## config.mk

```make
export PLATFORM = sky130hd
export DESIGN_NAME = cesr_top
export DESIGN_NICKNAME = d
export VERILOG_FILES = /design/src/cesr_pkg.sv /design/src/cesr_top.sv
export VERILOG_INCLUDE_DIRS = /design/src /design/src/src
export SDC_FILE = /design/constraint.sdc
export NUM_CORES = 1
export LEC_CHECK = 0
export ABC_AREA = 1
export ABC_CLOCK_PERIOD_IN_PS = 1550
export BUFFER_PORTS_ARGS = -buffer_cell sky130_fd_sc_hd__buf_2
export CORE_UTILIZATION = 51
export DETAILED_ROUTE_END_ITERATION = 10
export PLACE_DENSITY_LB_ADDON = 0.15
export SLEW_MARGIN = 20
export SYNTH_ARGS = -nofsm -noshare
export SYNTH_HDL_FRONTEND = slang
export SYNTH_SLANG_ARGS = --single-unit
```

## constraint.sdc

```tcl
create_clock -name CLK_SYS -period 1.55 [get_ports CLK_SYS]
set_input_delay 0.155 -clock CLK_SYS [delete_from_list [all_inputs] [get_ports CLK_SYS]]
set_output_delay 0.155 -clock CLK_SYS [all_outputs]
set_load 0.02 [all_outputs]
```

## src/cesr_map.svh

```systemverilog
/*
  Register offsets, field positions, reset values and valid-bit masks
  of the charger event, status, command and mask bytes.
  Assumes the serial engine presents one byte access at a time on
  an 8-bit register address.
*/
// Overview of operation
// RULE_01 - Flag byte two bit 6 sets on main regulator over-current.
// RULE_02 - Flag byte two bit 5 sets on main output over-voltage.
// RULE_03 - Flag byte two bit 4 sets on main output CV or CC under-voltage.
// RULE_04 - Flag byte two bit 3 sets on auxiliary regulator under-voltage.
// RULE_05 - Flag byte two bit 2 sets on bias converter over-current.
// RULE_06 - Flag byte two bit 1 sets on bias converter over-voltage.
// RULE_07 - Flag byte two bit 0 sets on bias under-voltage; bit 7 reads zero.
// RULE_08 - Status bits 7 and 6 report sync clock too fast or too slow.
// RULE_09 - Status bit 5 is one while bias converter runs full duty.
// RULE_10 - Status bit 4 is one in constant-current, zero in constant-voltage.
// RULE_11 - Status bit 3 is one while main regulator runs full duty.
// RULE_12 - Status bit 2 shows main power-good; bits 1 and 0 read zero.
// RULE_13 - Status byte is read-only, live, and raises no interrupt.
// RULE_14 - Byte at 0x04 is reserved with no function.
// RULE_15 - Writing the command byte triggers its action besides storing.
// RULE_16 - Command bit 1 applies the staged voltage code; reads zero.
// RULE_17 - Command bit 0 enables main regulator; bits 7 to 2 unused.
// RULE_18 - A mask one stops the matching flag from raising an interrupt.
// RULE_19 - Global mask bit set forces every mask bit to one internally.
// RULE_20 - First mask bits 7,5,4,3,2,0 mask first flags; 6,1 unused.
// RULE_21 - Second mask bits 6 to 0 mask second flags; bit 7 unused.
// RULE_22 - Reading flags clears them if the cause has gone away.
// RULE_23 - Global mask bit resets to one, suppressing all interrupts.
// RULE_24 - Interrupt output high while any unmasked flag is one.
`ifndef CESR_MAP_SVH
`define CESR_MAP_SVH

// Register offsets.
`define CESR_ADDR_GEN_FLAGS  8'h01
`define CESR_ADDR_RAIL_FLAGS 8'h02
`define CESR_ADDR_LIVE       8'h03
`define CESR_ADDR_RSVD       8'h04
`define CESR_ADDR_ACTION     8'h05
`define CESR_ADDR_SUPP_FIRST 8'h06
`define CESR_ADDR_SUPP_SECND 8'h07
`define CESR_ADDR_CONFIG1    8'h08

// Command field positions.
`define CESR_ACT_ENABLE_BIT  0
`define CESR_ACT_APPLY_BIT   1

// Global mask position in the first configuration byte.
`define CESR_CFG_MASK_ALL_BIT 5

// Reset values.
`define CESR_RST_FLAGS       8'h00
`define CESR_RST_ACTION      8'h00
`define CESR_RST_SUPP        8'h00
`define CESR_RST_MASK_ALL    1'b1

// Implemented bits of each byte.
`define CESR_VALID_RAIL      8'h7F
`define CESR_VALID_FIRST     8'hBD
`define CESR_VALID_SECND     8'h7F
`define CESR_VALID_ACTION    8'h01

`endif

```

## src/cesr_pkg.sv

```systemverilog
/*
  Types shared by the charger event and status register block.
  Assumes the map header supplies every number.
*/
package cesr_pkg;

    // One byte access from the serial engine.
    typedef struct packed {
        logic       wr;
        logic       rd;
        logic [7:0] addr;
        logic [7:0] wdata;
    } cesr_reg_req_type;

    // Level sources of the rail fault flags, bit 6 down to bit 0.
    typedef struct packed {
        logic main_over_current;
        logic main_over_voltage;
        logic main_under_voltage;
        logic aux_under_voltage;
        logic bias_over_current;
        logic bias_over_voltage;
        logic bias_under_voltage;
    } cesr_rail_src_type;

    // Live conditions shown in the status byte, bit 7 down to bit 2.
    typedef struct packed {
        logic lock_clock_too_fast;
        logic lock_clock_too_slow;
        logic bias_full_duty;
        logic main_const_current;
        logic main_full_duty;
        logic main_power_good;
    } cesr_live_type;

endpackage

```

## src/cesr_top.sv

```systemverilog
/*
  Rail fault flags, live status, command and interrupt mask bytes of
  the charger, with the interrupt output they drive.
  Assumes the serial engine issues one-cycle read and write strobes
  synchronous to CLK_SYS, and that the first flag byte is kept by a
  neighbouring block and presented here as a level vector.
*/
`timescale 1ns/1ns
`include "cesr_map.svh"

module cesr_top (
    // Clock and reset.
    input  wire logic                      CLK_SYS,
    input  wire logic                      RESETN,
    // Byte access from the serial engine.
    input  wire cesr_pkg::cesr_reg_req_type REG_REQ,
    output logic [7:0]                     REG_RDATA,
    // Event and condition sources.
    input  wire cesr_pkg::cesr_rail_src_type RAIL_FAULT_SRC,
    input  wire logic [7:0]                GENERAL_EVENT_FLAGS,
    input  wire cesr_pkg::cesr_live_type   LIVE_COND,
    // Actions and interrupt.
    output logic                           MAIN_REG_ENABLE,
    output logic                           APPLY_VOLTAGE_CODE,
    output logic                           MASK_ALL,
    output logic                           INT_OUT
);

    logic [7:0] rail_flags_q;
    logic [7:0] rail_flags_d;
    logic [7:0] rail_src;
    logic [7:0] live_byte;
    logic [7:0] supp_first_q;
    logic [7:0] supp_second_q;
    logic [7:0] eff_first;
    logic [7:0] eff_second;
    logic [7:0] rdata_d;
    logic       main_en_q;
    logic       apply_q;
    logic       mask_all_q;
    logic       int_q;
    logic       unmasked_any;
    logic       wr_action;
    logic       rd_rail;

    // Decoded strobes for the bytes with side effects.
    assign wr_action = REG_REQ.wr && (REG_REQ.addr == `CESR_ADDR_ACTION);
    assign rd_rail   = REG_REQ.rd
                       && (REG_REQ.addr == `CESR_ADDR_RAIL_FLAGS);

    // Source vector placed at the flag positions; bit 7 has no source.
    assign rail_src = {1'b0, RAIL_FAULT_SRC}; // [RULE_07]

    // Live status byte assembled straight from the monitors.
    assign live_byte = {LIVE_COND, 2'b00}; // [RULE_12]

    // Flag update: clear-on-read only drops bits whose cause is gone,
    // and a source that is active this cycle always sets, so an event
    // in the cycle of a read is never lost.
    always_comb begin
        rail_flags_d = rail_flags_q;
        if (rd_rail) begin
            rail_flags_d = rail_flags_q & rail_src; // [RULE_22]
        end
        rail_flags_d = (rail_flags_d | rail_src)
                       & `CESR_VALID_RAIL; // [RULE_01] [RULE_02] [RULE_03]
    end

    // Sticky rail fault flags.
    always_ff @(posedge CLK_SYS or negedge RESETN) begin
        if (!RESETN) begin
            rail_flags_q <= `CESR_RST_FLAGS;
        end else begin
            rail_flags_q <= rail_flags_d; // [RULE_04] [RULE_05] [RULE_06]
        end
    end

    // Command byte: only the enable bit is stored; apply is a pulse.
    always_ff @(posedge CLK_SYS or negedge RESETN) begin
        if (!RESETN) begin
            main_en_q <= 1'b0;
        end else if (wr_action) begin
            main_en_q <= REG_REQ.wdata[`CESR_ACT_ENABLE_BIT]; // [RULE_17]
        end
    end

    // Apply pulse for one cycle after a write with bit 1 set.
    always_ff @(posedge CLK_SYS or negedge RESETN) begin
        if (!RESETN) begin
            apply_q <= 1'b0;
        end else begin
            apply_q <= wr_action
                       && REG_REQ.wdata[`CESR_ACT_APPLY_BIT]; // [RULE_16]
        end
    end

    // Mask bytes; unused positions are never stored and read zero.
    always_ff @(posedge CLK_SYS or negedge RESETN) begin
        if (!RESETN) begin
            supp_first_q  <= `CESR_RST_SUPP;
            supp_second_q <= `CESR_RST_SUPP;
        end else if (REG_REQ.wr) begin
            if (REG_REQ.addr == `CESR_ADDR_SUPP_FIRST) begin
                supp_first_q <= REG_REQ.wdata
                                & `CESR_VALID_FIRST; // [RULE_20]
            end
            if (REG_REQ.addr == `CESR_ADDR_SUPP_SECND) begin
                supp_second_q <= REG_REQ.wdata
                                 & `CESR_VALID_SECND; // [RULE_21]
            end
        end
    end

    // Global mask bit of the first configuration byte. It starts set so
    // that nothing interrupts the host before it has configured masks.
    always_ff @(posedge CLK_SYS or negedge RESETN) begin
        if (!RESETN) begin
            mask_all_q <= `CESR_RST_MASK_ALL; // [RULE_23]
        end else if (REG_REQ.wr
                     && (REG_REQ.addr == `CESR_ADDR_CONFIG1)) begin
            mask_all_q <= REG_REQ.wdata[`CESR_CFG_MASK_ALL_BIT];
        end
    end

    // Effective masks: the global bit overrides the stored values.
    assign eff_first  = mask_all_q ? 8'hFF : supp_first_q;  // [RULE_19]
    assign eff_second = mask_all_q ? 8'hFF : supp_second_q; // [RULE_19]

    // Any unmasked flag. Status byte is deliberately not included.
    assign unmasked_any =
        (|(GENERAL_EVENT_FLAGS & `CESR_VALID_FIRST & ~eff_first))
        | (|(rail_flags_q & ~eff_second)); // [RULE_18] [RULE_13]

    // Registered interrupt output, so it is glitch free toward the pin.
    always_ff @(posedge CLK_SYS or negedge RESETN) begin
        if (!RESETN) begin
            int_q <= 1'b0;
        end else begin
            int_q <= unmasked_any; // [RULE_24]
        end
    end

    // Read multiplexer; unmapped addresses and the reserved byte give
    // zero, and writes to read-only bytes are simply ignored.
    always_comb begin
        case (REG_REQ.addr)
            `CESR_ADDR_RAIL_FLAGS: rdata_d = rail_flags_q;
            `CESR_ADDR_LIVE:       rdata_d = live_byte; // [RULE_13]
            `CESR_ADDR_RSVD:       rdata_d = 8'h00;     // [RULE_14]
            `CESR_ADDR_ACTION:     rdata_d = {7'h00, main_en_q}; // [RULE_16]
            `CESR_ADDR_SUPP_FIRST: rdata_d = supp_first_q;
            `CESR_ADDR_SUPP_SECND: rdata_d = supp_second_q;
            `CESR_ADDR_CONFIG1:    rdata_d = {2'b00, mask_all_q, 5'h00};
            default:               rdata_d = 8'h00;
        endcase
    end

    // Read data register, held until the next read.
    always_ff @(posedge CLK_SYS or negedge RESETN) begin
        if (!RESETN) begin
            REG_RDATA <= 8'h00;
        end else if (REG_REQ.rd) begin
            REG_RDATA <= rdata_d; // [RULE_08] [RULE_09] [RULE_10] [RULE_11]
        end
    end

    // Output drive.
    assign MAIN_REG_ENABLE    = main_en_q; // [RULE_15]
    assign APPLY_VOLTAGE_CODE = apply_q;
    assign MASK_ALL           = mask_all_q;
    assign INT_OUT            = int_q;
endmodule // cesr_top

```

==> metrics, run 1 <==
setup slack, reg-to-reg 130 ps; Vias 1557; worst slack at placement 135.2 ps; DRC 0; Critical Path End Type register; drt first-iter violations 48; fmax 705.3 MHz; path category of the worst min-delay check in2reg; Final WS setup 132.1 ps; Worst Setup Path Type reg2reg; Worst Setup Start Kind register; hold path startpoint RAIL_FAULT_SRC[3]; RR Endpoint INT_OUT$_DFF_PN0_; Final setup viols 0; WP data arrival 1630 ps; Cell variety after synth 23; Via density 4.912; Crit. Startpoint MASK_ALL$_DFFE_PN1P_; reg2reg path depth 5; fill cell count 290; Pwr Density 752.2 nW/um^2; Max-slew headroom 54.68%; WP data required 1770 ps; Area growth syn-to-layout 22.56%; clk buf depth 2; delay of the slowest cell on the worst path 550 ps; DR pass1 iterations 4; #FFs+latches synth 32; global-route wire length before repair 6.527 mm; kind of cell adding the most delay to the critical path flip-flops; initial core utilization 55.32%; Hold Fails Final Rpt 0; Reg clk slew, reported paths 90 ps; synth warn 0; Root Driver clkbuf_4; placed insts 304; post-route cell area 2121 um^2; sequential cell area 802.0 um^2; RSZ-0062 raised after global routing no; H-tree Lvls 2; maximum VDD drop 0.4594 mV; Post-Syn Instances 210; number of diodes 0; sequential area share after synthesis 46.35%; Row Count 20; Skew-Pair Late Insertion Delay 340 ps; DIE HEIGHT 60.25 um; nets@finish 313; critical path, cell by cell clkinv_1, nand3_1, nand4_1, nor2_1, nand4_1; final count of pins violating max slew 0; Worst Clk Skew 7.611 ps; crit-path most repeated cell nand4_1; min Tclk post-route 1418 ps; die area 3630 um^2; CTS Buf Count 5; Lkg Pwr 1.219 nW; die width 60.25 um; Hold Path Sink rail_flags_q[3]$_DFF_PN0_; Slowest cell on crit path dfstp_2; worst-margin pin slew 679.9 ps; setup_tns 0 ps; period utilisation layout 91.48%; DP Area 2012 um^2; crit path max fanout 10; RR Startpoint MASK_ALL$_DFFE_PN1P_; Avg WL per Cell 12.29 um; postcts setup bufs 0; Clock Sink Count 32; run status complete, no violations; CTS tree done; grt total ovfl 0; synthesized area 1730 um^2; layout cell share with drive strength beyond 1 30.04%; IO buf count 50; Synthesized Nets 251; buffers plus inverters on the worst setup path 1; number of global-route vias before repair 1507; syn_area_per_cell 8.240 um^2; All-Layer GR Usage 25.01%; final wirelength 3.897 mm; Min-Delay Path Depth 2; # IOs 53; Max-Cap Viols 0; core area 3128 um^2; final instance count without filler cells 317; Final ANT Viol Nets 0; largest net degree at the start of global routing 33; Placer Congestion 0.8241; initial antenna violation count 0; Multi-input gate area 750.7 um^2; post-DP HPWL 2.951 mm; WP depth 5
final cells by class:
type | instances | area share, %
Tap cell | 44 | 2.596
Timing Repair Buffer | 59 | 15.58
Clock buffer | 8 | 2.773
Sequential cell | 32 | 37.82
Multi-Input combinational cell | 141 | 35.40
Inverter | 33 | 5.841
worst max path at each step:
stage	end	slack (ps)
4_1_cts	INT_OUT$_DFF_PN0_	150
3_5_place_dp	supp_first_q[7]$_DFFE_PN0P_	140
3_3_place_gp	supp_first_q[7]$_DFFE_PN0P_	160
5_1_grt	INT_OUT$_DFF_PN0_	40
2_1_floorplan	INT_OUT$_DFF_PN0_	240
6_report	INT_OUT$_DFF_PN0_	130
what timing repair did:
item                                   in CTS  in global routing
endpoints found under the hold margin      35                  0
hold buffers                                5                  0
setup endpoints to repair                   0                  0
resized for setup                           0                  0
cells by family (layout without fill, tap and decap cells):
logic type,Yosys count,count (layout),synth area share (%)
AND/OR/NAND/NOR,109,109,31.89
AO/OA/AOI/OAI,32,32,11.50
buffers and inverters,37,100,10.27
flip-flops,32,32,46.35
flip-flops by register name, summed over array words and instances, names as in the netlist:
name                count
rail_flags_q            7
supp_second_q           7
APPLY_VOLTAGE_CODE      1
INT_OUT                 1
REG_RDATA               8
supp_first_q            6
MAIN_REG_ENABLE         1
MASK_ALL                1
per-layer routing:
layer | global-route usage (%) | wire length, um | up-vias | part of all wire (%)
met5 | 0 | 0 | - | 0
met1 | 31.70 | 1755 | 716 | 45
li1 | - | - | 801 | -
met4 | 10.30 | 59 | 0 | 1.5
met2 | 40.03 | 1914 | 34 | 49
met3 | 6.926 | 167 | 6 | 4.3
Yosys cell counts, drive strengths merged:
cell | number | share of area [%]
dfstp | 1 | 1.5
a21oi | 3 | 1.3
nand4 | 6 | 2.5
nand3 | 34 | 10
o21bai | 8 | 3.5
dfrtp | 31 | 45
nor2 | 19 | 6.9
o21ai | 21 | 6.7
nand2 | 50 | 12
buf | 4 | 3.1
inv | 31 | 6.7
clkinv | 2 | 0.43
placed cells by master, fill, tap and decap left out:
cell           synthesis  layout
nand2_2                7       7
clkbuf_8               0       1
o21ai_0               13      13
dfstp_2                1       1
nand4_2                1       1
buf_2                  0      50
clkbuf_4               0       5
nand2_1               42      42
clkbuf_1               0       2
buf_4                  0       4
nor2_8                 1       1
nand2_4                1       1
dlygate4sd3_1          0       5
nand4_1                5       5
nor2_2                 1       1
a21oi_2                2       2
o21ai_1                5       5
clkinv_1               2       2
nand3_2                1       1
dfrtp_1               31      31
nor2_1                13      13
o21bai_1               8       8
o21ai_2                3       3
inv_1                 31      31
a21oi_1                1       1
nand3_1               33      33
nor2_4                 4       4
through the flow:
stage | power (W) | util [%] | hold WS, ps
finish | 0.001595 | 67.80 | 18.66
global route | 0.001676 | 67.80 | 0.1526
global placement | 0.001112 | 64.32 | 238.7
floorplan | 0.001009 | - | -140.6
detailed placement | 0.001116 | 64.32 | 234.0
CTS | 0.001613 | 67.80 | 5.928
power by group:
group | internal, W | switching [W] | leakage [nW]
Clock | 0.000223 | 0.000263 | 0.0326
Sequential | 0.000864 | 0.0000155 | 0.354
Combinational | 0.0000951 | 0.000134 | 0.832
Total | 0.00118 | 0.000412 | 1.22
(Power assumes the default switching activity.)
==> inputs of run 2 (changes only) <==
--- a/config.mk
+++ b/config.mk
@@ -12,6 +12,7 @@
 export CORE_UTILIZATION = 51
 export DETAILED_ROUTE_END_ITERATION = 10
 export PLACE_DENSITY_LB_ADDON = 0.15
+export RECOVER_POWER = 50
 export SLEW_MARGIN = 20
 export SYNTH_ARGS = -nofsm -noshare
 export SYNTH_HDL_FRONTEND = slang
==> metrics, run 2 (synthesis gave the netlist of run 1 again) <==
Min-Delay Path Depth 2 (unchanged); core area 3128 um^2 (unchanged); crit path max fanout 10 (unchanged); Critical Path End Type register; fill cell count 296 (+2.1%); most frequent cells in the layout 49 x buf_2, 42 x nand2_1, 33 x nand3_1, 31 x dfrtp_1, 31 x inv_1; Worst Clk Skew 7.993 ps (+0.3821 ps); placed insts 304 (unchanged); # IOs 53 (unchanged); WP data required 1770 ps (about the same); CTS Buf Count 5 (unchanged); Final setup viols 0 (unchanged); hold path startpoint RAIL_FAULT_SRC[3]; drt first-iter violations 54 (+13%); Reg with most FFs REG_RDATA; RSZ-0062 raised after global routing no; delay of the slowest cell on the worst path 550 ps (about the same); nets@finish 313 (unchanged); RR Startpoint MASK_ALL$_DFFE_PN1P_; final wirelength 3.900 mm (about the same); die width 60.25 um (unchanged); max FFs per register 8 (unchanged); critical path, cell by cell clkinv_1, nand3_1, nand4_1, nor2_1, nand4_1; Slowest cell on crit path dfstp_2; layout cell share with drive strength beyond 1 28.94% (-1.1 points); DRC 0 (unchanged); Clock Sink Count 32 (unchanged); min Tclk post-route 1417 ps (-0.4370 ps); Via density 4.943 (+0.64%); Placer Congestion 0.8241 (unchanged); DR pass1 iterations 4 (unchanged); initial antenna violation count 0 (unchanged); path category of the worst min-delay check in2reg; number of global-route vias before repair 1507 (unchanged); Worst Setup Start Kind register; Hold Path Sink rail_flags_q[3]$_DFF_PN0_; final count of pins violating max slew 0 (unchanged); top flop regs REG_RDATA (8), rail_flags_q (7), supp_second_q (7); maximum VDD drop 0.4589 mV (-0.11%); clk buf depth 2 (unchanged); CTS tree done; postcts setup bufs 0 (unchanged); Worst Setup Path Type reg2reg; Pwr Density 762.1 nW/um^2 (+1.3%); Max-Cap Viols 0 (unchanged); WP data arrival 1630 ps (about the same); setup_tns 0 ps (unchanged); H-tree Lvls 2 (unchanged); RR Endpoint INT_OUT$_DFF_PN0_; Area growth syn-to-layout 20.75%; run status complete, no violations; Vias 1567 (+0.64%); Lkg Pwr 1.193 nW (-2.1%); global-route wire length before repair 6.527 mm (unchanged); IO buf count 50 (unchanged); DP Area 2012 um^2 (unchanged); Final ANT Viol Nets 0 (unchanged); Skew-Pair Late Insertion Delay 340 ps (about the same); post-DP HPWL 2.951 mm (unchanged); All-Layer GR Usage 25.01% (unchanged); worst-margin pin slew 778.2 ps (+98.31 ps); crit-path most repeated cell nand4_1; most common cell after layout, fill and taps aside buf_2; DIE HEIGHT 60.25 um (unchanged); Avg WL per Cell 12.30 um (about the same); post-route cell area 2090 um^2 (-1.5%); die area 3630 um^2 (unchanged); Reg clk slew, reported paths 90 ps (about the same); grt total ovfl 0 (unchanged); final instance count without filler cells 317 (unchanged); largest net degree at the start of global routing 33 (unchanged); number of diodes 0 (unchanged); Max-slew headroom 48.12% (-6.6 points); period utilisation layout 91.45% (about the same); Root Driver clkbuf_4; setup slack, reg-to-reg 130 ps (about the same); Row Count 20 (unchanged); initial core utilization 55.32% (unchanged); Hold Fails Final Rpt 0 (unchanged); fmax 705.5 MHz (about the same); reg2reg path depth 5 (unchanged)
[run 2: cell count changes in the layout (fill, tap and decap cells not counted)]
cell      before  now
nor2_2         1    2
clkbuf_1       2    3
nor2_8         1    0
nand4_2        1    0
nor2_4         4    3
nand4_1        5    6
clkbuf_2       0    1
buf_2         50   49
buf_4          4    3
nor2_1        13   14
[run 2: final cells by class]
cell class	count	area [um^2]	area share, %
multi-input cells	141	723.2	34.61
inverters	33	123.9	5.928
well taps	44	55.05	2.635
flip-flops and latches	32	802.0	38.38
repair buffers	59	326.6	15.63
clock buffers	8	58.81	2.814
[run 2: per-stage QoR]
stage | util, % | hold WS, ps | power (W) | setup WS, ps
3_3_place_gp | 64.32 | 238.7 | 0.001112 | 156.5
2_1_floorplan | - | -140.6 | 0.001009 | 239.9
5_1_grt | 66.80 | 0.1526 | 0.001673 | 38.98
3_5_place_dp | 64.32 | 234.0 | 0.001116 | 135.2
6_report | 66.80 | 19.20 | 0.001592 | 132.6
4_1_cts | 67.80 | 5.928 | 0.001613 | 145.1
[run 2: worst max path at each step]
| stage | from | end | cells after the start |
|---|---|---|---|
| after global placement | REG_REQ[12] | supp_first_q[7]$_DFFE_PN0P_ | 7 |
| after floorplan | MASK_ALL$_DFFE_PN1P_ | INT_OUT$_DFF_PN0_ | 5 |
| after detailed placement | REG_REQ[12] | supp_first_q[7]$_DFFE_PN0P_ | 7 |
| final | MASK_ALL$_DFFE_PN1P_ | INT_OUT$_DFF_PN0_ | 5 |
| after CTS | MASK_ALL$_DFFE_PN1P_ | INT_OUT$_DFF_PN0_ | 5 |
| after global routing | MASK_ALL$_DFFE_PN1P_ | INT_OUT$_DFF_PN0_ | 5 |
[run 2: power by group]
group,internal [W],switching [W],total [W],leakage [nW]
Combinational,0.0000943,0.000131,0.000226,0.806
Sequential,0.000864,0.0000153,0.000880,0.354
Clock,0.000223,0.000264,0.000487,0.0326
[run 2: worst max-delay path, delay by kind of cell (launching register included)]
| kind | cells | cell delay (ps) |
|---|---|---|
| DFF | 1 | 550 |
| and+or+nand+nor | 4 | 500 |
| buffers and inverters | 1 | 240 |
[run 2: repair_timing]
| action | CTS | global route |
|---|---|---|
| gates resized for setup | 0 | 0 |
| hold buffers | 5 | 0 |
| endpoints found under the hold margin | 35 | 0 |
[run 2: routing by layer]
layer / GRT usage (%) / share of wire [%]
met5: 0 / 0
met4: 10.30 / 1.4
met3: 6.926 / 3.9
met2: 40.03 / 50
met1: 31.70 / 45
